==> src/inc/cir_defines.svh <==
`ifndef CIR_DEFINES_SVH
`define CIR_DEFINES_SVH
`define CIR_OFS_RESP_A 8'h10
`define CIR_OFS_RESP_B 8'h12
`define CIR_OFS_DATA_A 8'h14
`define CIR_OFS_CMD_A 8'h15
`define CIR_OFS_DATA_B 8'h16
`define CIR_OFS_CMD_B 8'h17
`define CIR_OFS_LINE0 8'h18
`define CIR_NO_VECTOR 8'hFF
`define CIR_VEC_RESET 8'hFF
`define CIR_SEL_LSB 0
`define CIR_SEL_MSB 2
`endif

==> src/inc/cir_pkg.sv <==
package cir_pkg;
  // Bus pins after synchronisation.
  typedef struct packed {
    logic [7:0] addr;
    logic [7:0] wdata;
    logic rd;
    logic wr_n;
    logic inta;
  } cir_bus_s;
  // Board jumpers after synchronisation.
  typedef struct packed {
    logic [7:0] polarity;
    logic cascade;
    logic bus_mode;
  } cir_cfg_s;
  typedef enum logic [0:0] {CYC_IDLE, CYC_READ} cir_cyc_e;
endpackage

==> src/rtl/cir_ctrl.sv <==
`timescale 1ns/1ps
`include "cir_defines.svh"
module cir_ctrl #(
  parameter int N = 8
) (
  // Clock and reset.
  input wire logic sys_clk_i,
  input wire logic srst_i,
  // Requests.
  input wire logic [N-1:0] req_i,
  input wire logic casc_i,
  // Programming strobes.
  input wire logic wr_vec_i,
  input wire logic wr_cmd_i,
  input wire logic [7:0] wdata_i,
  // Acknowledge and answer.
  input wire logic ack_i,
  output logic [7:0] resp_o,
  output logic pass_o,
  output logic group_interrupt_out_o,
  output logic [7:0] status_o
);
  logic [N-1:0] req_q;
  logic [N-1:0] pend_q;
  logic [2:0] ptr_q;
  logic [7:0] vec_q [N];
  logic [2:0] top;
  logic any;

  // Lowest index wins; used for both answer and clear.
  function automatic logic [2:0] first_set(input logic [N-1:0] v);
    first_set = '0;
    for (int i = N - 1; i >= 0; i--) begin
      if (v[i]) begin
        first_set = i[2:0];
      end
    end
  endfunction

  assign top = first_set(pend_q);
  assign any = |pend_q;
  assign pass_o = !any; // Own sources outrank the cascade input.
  assign group_interrupt_out_o = any | casc_i;
  assign resp_o = any ? vec_q[top] : `CIR_NO_VECTOR;
  assign status_o = 8'(pend_q);

  // Requests are edge-caught so a held line does not re-raise after service.
  // A new edge in the clearing cycle survives.
  always_ff @(posedge sys_clk_i) begin
    if (srst_i) begin
      req_q <= '0;
      pend_q <= '0;
    end else begin
      req_q <= req_i;
      for (int i = 0; i < N; i++) begin
        if (req_i[i] && !req_q[i]) begin
          pend_q[i] <= 1'b1;
        end else if (ack_i && any && top == i[2:0]) begin
          pend_q[i] <= 1'b0;
        end
      end
    end
  end

  // Command write picks the source; data write loads its restart byte.
  always_ff @(posedge sys_clk_i) begin
    if (srst_i) begin
      ptr_q <= '0;
      for (int i = 0; i < N; i++) begin
        vec_q[i] <= `CIR_VEC_RESET;
      end
    end else begin
      if (wr_cmd_i) begin
        ptr_q <= wdata_i[`CIR_SEL_MSB:`CIR_SEL_LSB];
      end
      if (wr_vec_i) begin
        vec_q[ptr_q] <= wdata_i;
      end
    end
  end
endmodule

==> src/rtl/cir_top.sv <==
`timescale 1ns/1ps
`include "cir_defines.svh"
module cir_top #(
  parameter logic [7:0] BASE = 8'h00
) (
  // Clock and reset.
  input wire logic sys_clk_i,
  input wire logic srst_i,
  // Bus pins.
  input wire logic [7:0] addr_i,
  input wire logic [7:0] dout_i,
  input wire logic pdbin_i,
  input wire logic pwr_n_i,
  input wire logic sinta_i,
  output logic [7:0] din_o,
  output logic din_oe_o,
  // Interrupt lines, open collector, low when driven.
  output logic pint_n_o,
  output logic pint_oe_o,
  output logic vint_n_o,
  output logic vint_oe_o,
  // Control lines, open collector.
  input wire logic [7:0] line_i,
  output logic [7:0] line_o,
  output logic [7:0] line_oe_o,
  // Second controller sources and jumpers.
  input wire logic [7:0] irq_b_i,
  input wire logic [7:0] polarity_i,
  input wire logic cascade_i,
  input wire logic bus_mode_i
);
  localparam int SW = 45;
  // Pin levels of a quiet bus: lines float high and the write strobe is high.
  // Resetting both stages to these keeps the edge detectors from seeing a false edge.
  localparam logic [SW-1:0] SYNC_IDLE = {8'h00, 8'h00, 1'b0, 1'b0, 8'hFF, 8'h00, 8'h00, 1'b0,
                                         1'b0, 1'b1};
  logic [SW-1:0] s1_q;
  logic [SW-1:0] s2_q;
  cir_pkg::cir_bus_s bus;
  cir_pkg::cir_cfg_s cfg;
  logic [7:0] line_s;
  logic [7:0] irq_b_s;
  cir_pkg::cir_cyc_e cyc_q;
  logic rd_q;
  logic wr_n_q;
  logic rd_rise;
  logic wr_fall;
  logic ack_cycle;
  logic ack_a;
  logic ack_b;
  logic [7:0] req_a;
  logic [7:0] resp_a;
  logic [7:0] resp_b;
  logic [7:0] stat_a;
  logic [7:0] stat_b;
  logic pass_a;
  logic pass_b;
  logic group_interrupt_out_a;
  logic group_interrupt_out_b;
  logic grp;
  logic [7:0] line_q;
  logic [7:0] rdata;

  // Address match against the board base.
  function automatic logic hit(input logic [7:0] a, input logic [7:0] ofs);
    hit = (a == 8'(BASE + ofs));
  endfunction

  // Ports that answer a read; the two unused response slots stay silent.
  function automatic logic mapped(input logic [7:0] a);
    mapped = hit(a, `CIR_OFS_RESP_A) || hit(a, `CIR_OFS_RESP_B) ||
             hit(a, `CIR_OFS_DATA_A) || hit(a, `CIR_OFS_CMD_A) ||
             hit(a, `CIR_OFS_DATA_B) || hit(a, `CIR_OFS_CMD_B);
    for (int i = 0; i < 8; i++) begin
      if (hit(a, 8'(`CIR_OFS_LINE0 + i))) begin
        mapped = 1'b1;
      end
    end
  endfunction

  // Every pin passes two flops before anything reads it.
  always_ff @(posedge sys_clk_i) begin
    if (srst_i) begin
      s1_q <= SYNC_IDLE;
      s2_q <= SYNC_IDLE;
    end else begin
      s1_q <= {addr_i, dout_i, pdbin_i, sinta_i, line_i, irq_b_i, polarity_i,
               cascade_i, bus_mode_i, pwr_n_i};
      s2_q <= s1_q;
    end
  end

  assign bus.addr = s2_q[44:37];
  assign bus.wdata = s2_q[36:29];
  assign bus.rd = s2_q[28];
  assign bus.inta = s2_q[27];
  assign line_s = s2_q[26:19];
  assign irq_b_s = s2_q[18:11];
  assign cfg.polarity = s2_q[10:3];
  assign cfg.cascade = s2_q[2];
  assign cfg.bus_mode = s2_q[1];
  assign bus.wr_n = s2_q[0];

  // Strobe edges; a read is handled once at its leading edge.
  always_ff @(posedge sys_clk_i) begin
    if (srst_i) begin
      rd_q <= 1'b0;
      wr_n_q <= 1'b1;
    end else begin
      rd_q <= bus.rd;
      wr_n_q <= bus.wr_n;
    end
  end

  assign rd_rise = bus.rd && !rd_q;
  assign wr_fall = !bus.wr_n && wr_n_q;
  // Status alone is not enough; the read strobe must be present too.
  assign ack_cycle = rd_rise && bus.inta && cfg.bus_mode;
  // Without the status, the response is a decoded port read.
  assign ack_a = ack_cycle ||
                 (rd_rise && !bus.inta && hit(bus.addr, `CIR_OFS_RESP_A));
  // In cascade the one strobe reaches both; the second acts only if passed.
  assign ack_b = cfg.cascade ? (ack_a && pass_a) :
                 (rd_rise && !bus.inta && !cfg.bus_mode &&
                  hit(bus.addr, `CIR_OFS_RESP_B));

  // Active line reads as a low level; polarity XOR then feeds the inputs.
  assign req_a = ~line_s ^ cfg.polarity;

  cir_ctrl #(.N(8)) u_ctrl_a (
    .sys_clk_i(sys_clk_i),
    .srst_i(srst_i),
    .req_i(req_a),
    .casc_i(cfg.cascade && group_interrupt_out_b),
    .wr_vec_i(wr_fall && hit(bus.addr, `CIR_OFS_DATA_A)),
    .wr_cmd_i(wr_fall && hit(bus.addr, `CIR_OFS_CMD_A)),
    .wdata_i(bus.wdata),
    .ack_i(ack_a),
    .resp_o(resp_a),
    .pass_o(pass_a),
    .group_interrupt_out_o(group_interrupt_out_a),
    .status_o(stat_a)
  );

  cir_ctrl #(.N(8)) u_ctrl_b (
    .sys_clk_i(sys_clk_i),
    .srst_i(srst_i),
    .req_i(irq_b_s),
    .casc_i(1'b0),
    .wr_vec_i(wr_fall && hit(bus.addr, `CIR_OFS_DATA_B)),
    .wr_cmd_i(wr_fall && hit(bus.addr, `CIR_OFS_CMD_B)),
    .wdata_i(bus.wdata),
    .ack_i(ack_b),
    .resp_o(resp_b),
    .pass_o(pass_b),
    .group_interrupt_out_o(group_interrupt_out_b),
    .status_o(stat_b)
  );

  // Control line writes; bit 0 set pulls the line low.
  always_ff @(posedge sys_clk_i) begin
    if (srst_i) begin
      line_q <= '0;
    end else begin
      for (int i = 0; i < 8; i++) begin
        if (wr_fall && hit(bus.addr, 8'(`CIR_OFS_LINE0 + i))) begin
          line_q[i] <= bus.wdata[0];
        end
      end
    end
  end

  // Read mux; the cascade answer comes from the second controller.
  always_comb begin
    rdata = '0;
    if (ack_cycle) begin
      rdata = (cfg.cascade && pass_a) ? resp_b : resp_a;
    end else if (hit(bus.addr, `CIR_OFS_RESP_A)) begin
      rdata = (cfg.cascade && pass_a) ? resp_b : resp_a;
    end else if (hit(bus.addr, `CIR_OFS_RESP_B)) begin
      rdata = resp_b;
    end else if (hit(bus.addr, `CIR_OFS_CMD_A)) begin
      rdata = stat_a;
    end else if (hit(bus.addr, `CIR_OFS_CMD_B)) begin
      rdata = stat_b;
    end else begin
      for (int i = 0; i < 8; i++) begin
        if (hit(bus.addr, 8'(`CIR_OFS_LINE0 + i))) begin
          rdata = {7'h00, ~line_s[i]};
        end
      end
    end
  end

  // Data-in driver: on with the acknowledge, held while the strobe stays.
  // Unmapped reads leave the bus undriven so other boards can answer.
  always_ff @(posedge sys_clk_i) begin
    if (srst_i) begin
      cyc_q <= cir_pkg::CYC_IDLE;
      din_o <= '0;
      din_oe_o <= 1'b0;
    end else begin
      case (cyc_q)
        cir_pkg::CYC_IDLE: begin
          if (rd_rise && (ack_cycle || (!bus.inta && mapped(bus.addr)))) begin
            cyc_q <= cir_pkg::CYC_READ;
            din_o <= rdata;
            din_oe_o <= 1'b1;
          end
        end
        default: begin
          if (!bus.rd) begin
            cyc_q <= cir_pkg::CYC_IDLE;
            din_oe_o <= 1'b0;
          end
        end
      endcase
    end
  end

  // Group interrupt steering, open collector.
  assign grp = cfg.cascade ? group_interrupt_out_a : (group_interrupt_out_a || group_interrupt_out_b);
  always_ff @(posedge sys_clk_i) begin
    if (srst_i) begin
      pint_n_o <= 1'b0;
      vint_n_o <= 1'b0;
      pint_oe_o <= 1'b0;
      vint_oe_o <= 1'b0;
      line_o <= '0;
      line_oe_o <= '0;
    end else begin
      pint_oe_o <= grp && cfg.bus_mode;
      vint_oe_o <= grp && !cfg.bus_mode;
      line_oe_o <= line_q;
    end
  end
endmodule

==> config.mk <==
export PLATFORM = sky130hd
export DESIGN_NAME = cir_top
export DESIGN_NICKNAME = d
export VERILOG_FILES = /design/src/inc/cir_pkg.sv /design/src/rtl/cir_ctrl.sv /design/src/rtl/cir_top.sv
export VERILOG_INCLUDE_DIRS = /design/src /design/src/inc
export SDC_FILE = /design/constraint.sdc
export NUM_CORES = 1
export LEC_CHECK = 0
export BUFFER_PORTS_ARGS = -buffer_cell sky130_fd_sc_hd__clkbuf_2
export CAP_MARGIN = 20
export CORE_ASPECT_RATIO = 0.5
export CORE_UTILIZATION = 50
export DETAILED_ROUTE_END_ITERATION = 6
export PLACE_DENSITY = 0.79
export SYNTH_ARGS = -nofsm -noshare
export SYNTH_HDL_FRONTEND = slang
export SYNTH_HIERARCHICAL = 1
export SYNTH_SLANG_ARGS = --single-unit
==> constraint.sdc <==
create_clock -name sys_clk_i -period 3.1 [get_ports sys_clk_i]
set_clock_uncertainty 0.2 [all_clocks]
set_input_delay 0 -clock sys_clk_i [delete_from_list [all_inputs] [get_ports sys_clk_i]]
set_output_delay 0 -clock sys_clk_i [all_outputs]
set_load 0.1 [all_outputs]
# Word-level counts from Yosys, hierarchy flattened
# Memory sizes are Yosys's and may differ from the RTL's.
# Index checks and enable logic that the tools add are counted.
[word_totals]
word_cells = 292
ram_bits = 128
input_bits = 47
memories = 2
out_inout_bits = 29
regBits = 158
[mem_list]
columns = ["name", "depth", "word_bits", "rd", "rd_ports_with_merged_regs", "wr", "line", "source"]
rows = [
  ["u_ctrl_a.vec_q", 8, 8, 1, 0, 8, "cir_ctrl.sv:26", "logic [7:0] vec_q [N];"],
  ["u_ctrl_b.vec_q", 8, 8, 1, 0, 8, "cir_ctrl.sv:26", ""],
]
[op_classes]
bitwise_logic = 12
muxes = 96
n_reduce_logical = 115
n_eq_ne = 29
[op_table]
columns = ["operator", "count"]
rows = [
  ["$mux 8", 17],
  ["$eq 8x5->1 const B", 14],
  ["$logic_and 1x1->1", 61],
  ["$mux 1", 61],
  ["$mux 3", 18],
  ["$reduce_bool 2->1", 17],
  ["$reduce_or 8->1", 4],
  ["$eq 3x3->1 const B", 8],
  ["$logic_not 1->1", 21],
  ["$eq 3x2->1 const B", 4],
  ["$not 1->1", 9],
  ["$logic_or 1x1->1", 8],
  ["$not 8->8", 1],
  ["$xor 8x8->8", 1],
  ["$eq 3x1->1 const B", 2],
  ["$logic_not 3->1", 2],
  ["$reduce_and 2->1", 2],
  ["$ne 2x2->1 const B", 1],
  ["$or 1x1->1", 1],
]

# Depth between registers and ports, before layout
# Gate-level depths: netlist (run 1).
[logic_depth]
depth_word = 21
depth_mapped = 12
depth_no_buf = 10

# Modules after synthesis
# The synthesis (run 1) kept the hierarchy.
[modules_own_cells]
columns = ["mod", "cells_per_inst", "n_inst", "area_per_inst_um2", "seq_area_each_um2"]
rows = [
  ["cir_top", 429, 1, 4255.3, 2402.3],
  ["cir_ctrl (u_ctrl_b)", 297, 1, 3649.8, 2302.2],
  ["cir_ctrl (u_ctrl_a)", 296, 1, 3646.0, 2302.2],
]

# Worst setup path before layout (run 1)
# OpenSTA, ideal clock, no wires.
[synth_path]
path_kind = "register to register"
startpoint = "register u_ctrl_a.pend_q[1] (netlist: u_ctrl_a/status_o[1])"
endpoint = "register u_ctrl_b.pend_q[5] (netlist: u_ctrl_b/status_o[5])"
period_less_slack_ns = 2.969
required_ns = 2.768
t_arrival_ns = 2.636
slack_ns = 0.131
path_stages_with_launch = 13
n_path_buf = 2
setup_time_ns = 0.132
cell_sequence = "dfxtp_1 > or2_1 > buf_6 > or3_4 > and2b_1 > clkbuf_1 > nand2_1 > nor2_1 > a21oi_1 > o32ai_1 > nand2_1 > o41ai_1 > a21oi_1"
[synth_between]
elab_chain_len = 7
[synth_rtl]
columns = ["item", "line", "source"]
rows = [
  ["start: declaration", "cir_ctrl.sv:24", "logic [N-1:0] pend_q;"],
  ["start signal: assignment", "cir_ctrl.sv:52", "pend_q <= '0;"],
  ["start signal: indexed assignment", "cir_ctrl.sv:57", "pend_q[i] <= 1'b1;"],
  ["start signal: indexed assignment", "cir_ctrl.sv:59", "pend_q[i] <= 1'b0;"],
  ["$reduce_or 8->1", "cir_ctrl.sv:41", "assign any = |pend_q;"],
  ["$logic_not 1->1", "cir_ctrl.sv:42", "assign pass_o = !any;"],
  ["via pass_a", "cir_top.sv:56", "logic pass_a;"],
  ["$logic_and 1x1->1", "cir_top.sv:123", "assign ack_b = cfg.cascade ? (ack_a && pass_a) :"],
  ["$mux 1", "cir_top.sv:123", ""],
  ["via ack_b", "cir_top.sv:50", "logic ack_b;"],
  ["$logic_and 1x1->1 (2 in a row)", "cir_ctrl.sv:58", "end else if (ack_i && any && top == i[2:0]) begin"],
  ["$reduce_bool 2->1 (no source line)", "n/a", ""],
  ["end signal: assignment", "cir_ctrl.sv:52", ""],
  ["end signal: indexed assignment", "cir_ctrl.sv:57", ""],
  ["end signal: indexed assignment", "cir_ctrl.sv:59", ""],
  ["end: declaration", "cir_ctrl.sv:24", ""],
]
# The timed path passes the listed nets, and every way through them passes these cells.
# A chain may end at the register's enable or synchronous reset.

# Worst setup path after layout (run 1)
[layout_path]
startpoint = "register u_ctrl_b.pend_q[0] (netlist: u_ctrl_b/status_o[0])"
endpoint = "register din_o[7]"
[layout_between]
elab_chain_len = 6
word_cells_on_any_way = 8
cone_classes = "6 x mux; 1 x reduce/logical; 1 x memory"
[layout_rtl]
columns = ["item", "line", "source"]
rows = [
  ["$mux 3", "cir_ctrl.sv:34", "if (v[i]) begin"],
  ["$mem_v2 8x8", "n/a", ""],
  ["$mux 8 (no source line) (*)", "n/a", ""],
  ["via resp_b[7]", "cir_top.sv:53", "logic [7:0] resp_b;"],
  ["$mux 8 (on tied branches)", "cir_top.sv:180, cir_top.sv:177, cir_top.sv:179", ""],
  ["$mux 8", "cir_top.sv:178", "end else if (hit(bus.addr, `CIR_OFS_RESP_A)) begin"],
  ["$mux 8 (*)", "cir_top.sv:176", "if (ack_cycle) begin"],
  ["end signal: assignment", "cir_top.sv:207", "din_o <= rdata;"],
  ["end: declaration", "cir_top.sv:15", "output logic [7:0] din_o,"],
]
# Mark *: on every way through the listed nets, which the timed path passes. The rest lies on a longest branch.

==> results of run 1 <==
## Yosys cell counts, types with 3 or more instances
master,count
a21oi_1,62
a22oi_1,42
and2_1,3
and2b_1,3
buf_1,3
buf_4,14
buf_6,4
clkbuf_1,41
dfxtp_1,158
edfxtp_1,128
inv_1,9
mux2i_1,27
nand2_1,35
nand2b_1,92
nand3_1,28
nand3b_1,8
nor2_1,46
nor2b_1,110
nor3_1,11
nor3b_1,8
nor4_1,4
o2111ai_1,16
o211ai_1,7
o21ai_0,9
o31ai_1,4
or2_2,89
or3_1,16
xnor2_1,8
## cell usage in the layout (no fill, tap or decap), types with 8 or more instances in the layout
cell             n
nor2_1          46
nand2_1         35
clkbuf_16       26
buf_4           36
nor2b_1        110
nor3_1          11
clkbuf_1        10
o21ai_0          9
edfxtp_1       128
clkbuf_2        64
or3_1           16
nand2b_1        92
dfxtp_1        158
or2_2           89
o2111ai_1       16
xnor2_1          8
mux2i_1         27
nand3b_1         8
inv_1            9
nand3_1         28
conb_1          11
nor3b_1          8
a22oi_1         42
dlygate4sd3_1   50
a21oi_1         62
## final cells by class
type | instances | area, µm² | area share
clock inverters | 8 | 120.1 | 0.008835
multi-input cells | 675 | 4239 | 0.3118
inverters | 9 | 33.78 | 0.002485
repair buffers | 151 | 1119 | 0.08228
clock buffers | 37 | 701.9 | 0.05163
well taps | 300 | 375.4 | 0.02761
flip-flops and latches | 286 | 7007 | 0.5154
## routing by layer
metal / share of wire / GRT usage / vias to the layer above
met1: 0.44 / 0.3391 / 3871
li1: - / - / 3795
met3: 0.089 / 0.03651 / 37
met2: 0.45 / 0.3672 / 355
met4: 0.021 / 0.06690 / 0
met5: 0 / 0 / -
## cells by family after synthesis
kind of cell / count (synthesis)
flip-flops: 286
buffers and inverters: 71
AND/OR/NAND/NOR: 469
XOR/XNOR: 8
multiplexers: 29
other: 1
AO/OA/AOI/OAI: 158
## worst max-delay path: stages, from the launching register on
cell and delay, ns:
dfxtp_1 0.37, or2_1 0.37, or3_4 0.40, or4_4 0.57, o2111ai_1 0.31, nand2b_1 0.15, nand3_1 0.07, o211ai_1 0.10
nand3_1 0.10, a21oi_1 0.12
## worst max path at each step
| stage | depth (start not counted) | to | from | slack [ns] |
|---|---|---|---|---|
| finish | 9 | din_o[7] | u_ctrl_b/status_o[0] | 0.26 |
| global route | 9 | din_o[7] | u_ctrl_b/status_o[1] | 0.08 |
| CTS | 9 | din_o[7] | u_ctrl_b/status_o[1] | 0.31 |
| detailed placement | 9 | din_o[7] | u_ctrl_b/status_o[1] | 0.33 |
| global placement | 9 | din_o[2] | u_ctrl_b/status_o[1] | 0.41 |
| floorplan | 12 | u_ctrl_b/status_o[5] | u_ctrl_a/status_o[1] | 0.13 |
## power by group through the flow
stage               sequential (W)  clock, W  combinational, W
finish                     0.00409   0.00314          0.000777
global route               0.00409   0.00332          0.000832
CTS                        0.00409   0.00317          0.000754
detailed placement         0.00417         0          0.000701
global placement           0.00417         0          0.000686
floorplan                  0.00414         0          0.000514
## timing repair
action | CTS | global route
setup endpoints to repair | 0 | 0
hold buffers | 50 | 0
gates resized for setup | 0 | 0
hold endpoints to repair | 83 | 0
## sequential cells by signal, summed over array words and instances (netlist names), 8 cells and up
name,cells
u_ctrl_a/req_q,8
u_ctrl_b/vec_q,64
u_ctrl_a/vec_q,64
s2_q,45
line_oe_o,8
u_ctrl_b/status_o,8
u_ctrl_a/status_o,8
u_ctrl_b/req_q,8
din_o,8
line_q,8
s1_q,45
## metrics by stage
step / utilization / hold slack, ns / worst slack [ns]
floorplan: - / -0.09619 / 0.1314
global placement: 0.5527 / -0.01664 / 0.4132
detailed placement: 0.5527 / -0.01413 / 0.3272
CTS: 0.6124 / 0.0003783 / 0.3121
global route: 0.6136 / 0.02972 / 0.07941
finish: 0.6136 / 0.01621 / 0.2623
==> out/results.env, run 1 <==
CAP_VIOL_MAX_COUNT=0
GRT_FIRST_PASS_WIRELENGTH_UM=42490
IO_BUFFERS=65
POSTROUTEANTENNANETS=0
FINALINSTANCEAREA_UM2=13600
P_SWITCHING_W=0.001874
NETLIST-CELL-TYPE-COUNT=55
CTS_TREE='yes'
SWSHARE=0.2340
SYNTHCELLS=1022
TIMING.FINAL.SETUP_VIOLATIONS=0
CRIT_PATH_START_KIND='flip-flop'
STD_CELL_ROWS=38
POWER.INTERNAL_W=0.006134
ADDER_CELL_AREA_SHARE_OF_THE_YOSYS_NETLIST=0
NETS=1195
POWER.LEAKAGE_nW=4.560
SLEW_VIOL_FINAL=0
TOTAL_GR_OVERFLOW=0
CTS_SINKS=286
P_COMB_FRAC=0.097
YS_FF_LATCH=286
FF2FF_PATH_DEPTH=9
SYNTH_AREA_IN_SIMPLE_GATES=0.2384
SYNTH.MUX.AREA_FRACTION=0.02632
PATH_MAX_FANOUT=10
POST_CTS.REPAIR.SETUP_BUFFERS=0
ROUTED_WIRE_LENGTH_PER_INSTANCE_UM=18.97
DETAIL_ROUTE.DRC_VIOLATIONS=0
WORST_HOLD_PATH.NUM_CELLS=3
DIE_AREA_UM2=23750
FINALWEIGHTEDCONGESTION=0.9885
POWERDENSITY_nW_PER_UM2=589.0
WORST_SLEW_PIN_SLEW_NS=0.9343
DETAILEDROUTE.FIRSTPASSITERATIONCOUNT=5
PLACEABLECOREAREA_UM2=22160
DP_HPWL_UM=18090
FLOORPLAN.IO_PINS=76
STATUS='finished, final reports clean'
COMBINATIONAL_FAMILY_WITH_THE_MOST_AREA_AFTER_SYNTHESIS='simple AND/OR/NAND/NOR gates'
HOLD_CRIT_ENDPOINT='s1_q[0]'
CTS_INSERTED_BUFFERS=25
HOLD_START='pwr_n_i'
INSERTEDDIODECOUNT=0
SYNTH-EDFF-COUNT=128
DIE_H_UM=109.5
CLKLATENCYLATEPIN_NS=0.52
GROUTE.USAGE.OVERALL=0.2346
ASYNC_RESET_FF_FRAC=0
SYNTH_XOR_XNOR_AREA_SHARE=0.006066
MAXCLOCKFREQUENCY_GHz=0.3524
CTS.REPORTEDPATHS.CLKPINSLEW_NS=0.07
CLOCKPOWERSHARE=0.393
RR_STARTPOINT='u_ctrl_b/status_o[0]'
FILLERS=1714
WORST-ENDPOINT-ARRIVAL_NS=3.09
FIRST_GLOBAL_VIAS=7690
TIMING.SETUP.TNS_NS=0
DIE_W_UM=217.0
GRT_MAX_DEGREE=93
POST-LAYOUT-TOTAL-POWER_W=0.008008
FINALWIRELENGTH_UM=27810
WORST-ENDPOINT-REQUIRED_NS=3.35
CATEGORY_OF_THE_WORST_SETUP_PATH_CAPTURE_POINT='flip-flop'
R2R_SETUP_SLACK_NS=0.26
WORST_HOLD_PATH_TYPE='in2reg'
ROUTE.VIAS.TOTAL=8058
DP.CELLS=1370
SEQ_POWER_SHARE=0.510
SYNTHDOMINANTCELLAREASHARE=0.3328
YS_SEQ_AREA_FRAC=0.6066
SYNTH_COMPOUND_GATE_AREA_SHARE=0.09207
VIAS_PER_CELL=5.497
SYN2LAYOUT_AREA_GROWTH_PCT=17.70
PLACED_AREA_UM2=12250
YS_TOP_CELLS_BY_AREA='edfxtp_1, dfxtp_1, nor2b_1'
MAX-SLEW-MARGIN-REL=0.3763
YOSYS_WARNINGS=6
INITIAL_CORE_UTIL=0.5213
CRITICALPATHCATEGORY='reg2reg'
DETAIL_ROUTE.ITER0.VIOLATIONS=922
YOSYS.AREA.TOP_TYPE='edfxtp_1'
SYN_AREA_UM2=11550
FIN_CELLS=1466
GRT_SETUP_UNREPAIRED='false'
POSTSYNTHAREAPERCELL_UM2=11.30
IR_DROP_mV=0.5214
SYNTHFLOPTYPE='dfxtp_1'
FIN_CRIT_SH=0.9154
CRIT-REG2REG-CAPTURE='din_o[7]'
FINAL.MIN_CLOCK_PERIOD_NS=2.838
ROOT_BUFFER='clkbuf_16'
POST_ROUTE_CELLS_DRIVE_ABOVE_1_SHARE=0.2058
CTS_MAX_PATH_BUFFERS=3
ANTENNA_FOUND_INITIAL=0
HTREEDEPTH=1
FINAL_HOLD_VIOS=0
No activity file was read; power rests on OpenSTA's default activity.
==> run 2, diff against run 1 <==
--- a/config.mk
+++ b/config.mk
@@ -6,11 +6,14 @@
 export SDC_FILE = /design/constraint.sdc
 export NUM_CORES = 1
 export LEC_CHECK = 0
+export ABC_AREA = 1
 export BUFFER_PORTS_ARGS = -buffer_cell sky130_fd_sc_hd__clkbuf_2
 export CAP_MARGIN = 20
 export CORE_ASPECT_RATIO = 0.5
+export CORE_MARGIN = 2
 export CORE_UTILIZATION = 50
 export DETAILED_ROUTE_END_ITERATION = 6
+export MAX_ROUTING_LAYER = met4
 export PLACE_DENSITY = 0.79
 export SYNTH_ARGS = -nofsm -noshare
 export SYNTH_HDL_FRONTEND = slang
==> out/results.env, run 2 <==
TIMING.CRITICAL_PATH.SLOWEST_CELL_DELAY_NS=0.33
PLACED_AREA_UM2=12780
YS_SEQ_AREA_FRAC=0.5770
HTREEDEPTH=1
HOLD_CRIT_ENDPOINT='s1_q[16]'
TIMING.SETUP.TNS_NS=0
DIE_H_UM=114.2
POST-PLACE-WS_NS=0.6153
GRT_MAX_DEGREE=72
CP_CELL_SEQUENCE='inv_1 > nand2_1 > nor3_1 > clkinv_1 > nor2_1 > nand3_1 > o21ai_1 > inv_1 > nor2_1 > nand2_1 > a21oi_1 > nor2_1'
YS_FF_LATCH=286
PLACEABLECOREAREA_UM2=23920
DETAIL_ROUTE.ITER0.VIOLATIONS=1188
TOTAL_GR_OVERFLOW=0
POSTSYNTHAREAPERCELL_UM2=8.656
STD_CELL_ROWS=40
IR_DROP_mV=0.4484
P_COMB_FRAC=0.159
INITIAL_CORE_UTIL=0.5076
SYNTHFLOPTYPE='dfxtp_1'
WORST_SLEW_PIN_SLEW_NS=0.7930
CTS_INSERTED_BUFFERS=26
FF2FF_PATH_DEPTH=12
ROOT_BUFFER='clkbuf_16'
R2R_SETUP_SLACK_NS=0.51
POST_CTS.REPAIR.SETUP_BUFFERS=0
DETAIL_ROUTE.DRC_VIOLATIONS=0
GROUTE.USAGE.OVERALL=0.2636
FINALWEIGHTEDCONGESTION=0.9526
WORST_HOLD_PATH_TYPE='in2reg'
CAP_VIOL_MAX_COUNT=0
NUMBER_OF_GATES_RESIZED_AFTER_CTS=0
WORST-ENDPOINT-ARRIVAL_NS=2.78
GRT_SETUP_UNREPAIRED='false'
WORST-ENDPOINT-REQUIRED_NS=3.30
PATH_BUF_INV=3
RR_STARTPOINT='u_ctrl_a/status_o[7]'
IO_BUFFERS=65
SYNTH.MUX.AREA_FRACTION=0
CLKLATENCYLATEPIN_NS=0.55
FLOORPLAN.IO_PINS=76
SLEW_VIOL_FINAL=0
SYNTH_COMMON_CELLS='nand2_1, inv_1, dfxtp_1'
YOSYS.AREA.TOP_TYPE='edfxtp_1'
CRIT-REG2REG-CAPTURE='u_ctrl_b/status_o[3]'
POWER.LEAKAGE_nW=5.946
DIE_AREA_UM2=25630
SWSHARE=0.2809
P_SWITCHING_W=0.002419
YOSYS.CELL_COUNT.TOP_TYPE='nand2_1'
WORST_HOLD_PATH.NUM_CELLS=4
MAXCLOCKFREQUENCY_GHz=0.3867
CTS_TREE='yes'
PATH_MAX_FANOUT=9
CRITICALPATHCATEGORY='reg2reg'
CTS_SINKS=286
SYNTH-EDFF-COUNT=128
LAYOUT.CELLS.MOST_COMMON='nand2_1'
NETS=1625
CRIT_PATH_START_KIND='flip-flop'
POWER.INTERNAL_W=0.006192
SYNTH_COMPOUND_GATE_AREA_SHARE=0.04657
FINALINSTANCEAREA_UM2=14600
DETAILEDROUTE.FIRSTPASSITERATIONCOUNT=6
SETUP_WS_NS=0.5137
DP_HPWL_UM=20100
NETLIST-CELL-TYPE-COUNT=39
POSTLAYOUTCOREUTIL=0.6105
SYN_AREA_UM2=12140
FILLERS=1873
HOLD_START='irq_b_i[5]'
CRIT_SLOWEST_CELL='dfxtp_1'
LAYOUT_COMMON_CELLS='nand2_1, inv_1, dfxtp_1, nor2_1, nand3_1'
FIN_CRIT_SH=0.8343
ROUTE.VIAS.TOTAL=10020
POST-LAYOUT-TOTAL-POWER_W=0.008611
DIE_W_UM=224.4
SYNTHDOMINANTCELLAREASHARE=0.3165
YOSYS_WARNINGS=6
POSTROUTEANTENNANETS=0
CLOCKPOWERSHARE=0.369
CATEGORY_OF_THE_WORST_SETUP_PATH_CAPTURE_POINT='flip-flop'
SYN2LAYOUT_AREA_GROWTH_PCT=20.26
YS_TOP_CELLS_BY_AREA='edfxtp_1, dfxtp_1, nand2_1'
VIAS_PER_CELL=5.246
INSERTEDDIODECOUNT=0
FINAL.MIN_CLOCK_PERIOD_NS=2.586
ROUTED_WIRE_LENGTH_PER_INSTANCE_UM=17.10
SYNTH_XOR_XNOR_AREA_SHARE=0.005770
ANTENNA_FOUND_INITIAL=0
POST_ROUTE_CELLS_DRIVE_ABOVE_1_SHARE=0.1342
SEQ_POWER_SHARE=0.472
SYNTH_AREA_IN_SIMPLE_GATES=0.2727
CTS.REPORTEDPATHS.CLKPINSLEW_NS=0.07
TIMING.FINAL.SETUP_VIOLATIONS=0
FINAL_HOLD_VIOS=0
CTS_MAX_PATH_BUFFERS=3
ADDER_CELL_AREA_SHARE_OF_THE_YOSYS_NETLIST=0
FIRST_GLOBAL_VIAS=9368
COMBINATIONAL_FAMILY_WITH_THE_MOST_AREA_AFTER_SYNTHESIS='simple AND/OR/NAND/NOR gates'
KIND_OF_CELL_ADDING_THE_MOST_DELAY_TO_THE_CRITICAL_PATH='simple AND/OR/NAND/NOR gates'
HOLD_BUFFERS=97
ASYNC_RESET_FF_FRAC=0
STATUS='finished, final reports clean'
SYNTHCELLS=1403
POWERDENSITY_nW_PER_UM2=589.7
CRITICAL-PATH-TOP-CELL-BY-COUNT='nor2_1'
FINALWIRELENGTH_UM=32670
MAX-SLEW-MARGIN-REL=0.4694
GRT_FIRST_PASS_WIRELENGTH_UM=50450
LARGEST_REGISTERS='u_ctrl_a/vec_q (64), u_ctrl_b/vec_q (64)'
[run 2: cell count changes in the layout (fill, tap and decap cells not counted), sizes merged, moves of 47 or more]
cell,before,now
nand2,35,325
nand2b,92,0
nor2b,110,0
nor2,46,181
or2,91,18
dlygate4sd3,50,97
inv,9,222
nand3,28,142
nand4,0,51
[run 2: area by class of cell]
class | instances | area [µm²] | share of cell area
clock buffers | 35 | 760.7 | 0.05209
clock inverters | 10 | 87.58 | 0.005997
inverters | 227 | 857.1 | 0.05869
multi-input cells | 847 | 3989 | 0.2731
flip-flops and latches | 286 | 7007 | 0.4798
well taps | 315 | 394.1 | 0.02699
repair buffers | 190 | 1509 | 0.1033
[run 2: through the flow]
step	hold WS [ns]	cells
global route	0.02311	1910
detailed placement	-0.01480	1768
CTS	0.0005395	1910
global placement	-0.01394	1768
finish	0.02491	1910
floorplan	-0.09619	1413
[run 2: how the worst max path moves through the flow]
stage                    startpoint                    to  slack (ns)  depth (start not counted)
6_report       u_ctrl_a/status_o[7]  u_ctrl_b/status_o[3]        0.51                         12
5_1_grt                    s2_q[39]  u_ctrl_a/vec_q[6][5]        0.33                         11
4_1_cts                    s2_q[39]  u_ctrl_a/vec_q[0][3]        0.60                         11
3_5_place_dp               s2_q[39]  u_ctrl_a/vec_q[0][3]        0.62                         11
3_3_place_gp               s2_q[39]  u_ctrl_a/vec_q[2][7]        0.68                         11
2_1_floorplan              s2_q[42]  u_ctrl_a/vec_q[6][0]        0.44                         12
[run 2: worst min-delay path, stage by stage]
cell and delay [ns]:
dlygate4sd3_1 0.53, clkbuf_2 0.11, inv_1 0.05, nor2_1 0.03
[run 2: layer usage]
metal | wire length (µm) | part of all wire | GRT usage
met2 | 15010 | 0.46 | 0.4196
met1 | 13450 | 0.41 | 0.3404
met3 | 2983 | 0.091 | 0.04927
met4 | 1224 | 0.037 | 0.09581
met5 | 0 | 0 | -
[run 2: cell families (layout without fill, tap and decap cells)]
| logic type | Yosys count | after routing |
|---|---|---|
| and+or+nand+nor | 730 | 730 |
| other | 1 | 11 |
| xor gates and xnor gates | 8 | 8 |
| buffers and inverters | 280 | 462 |
| DFF | 286 | 286 |
| AOI/OAI and AO/OA | 98 | 98 |
[run 2: power by group through the flow]
stage / Sequential [W] / Combinational, W / Clock [W]
5_1_grt: 0.00407 / 0.00149 / 0.00335
4_1_cts: 0.00406 / 0.00132 / 0.00316
6_report: 0.00407 / 0.00137 / 0.00318
3_5_place_dp: 0.00414 / 0.00122 / 0
3_3_place_gp: 0.00414 / 0.00121 / 0
2_1_floorplan: 0.00415 / 0.000932 / 0
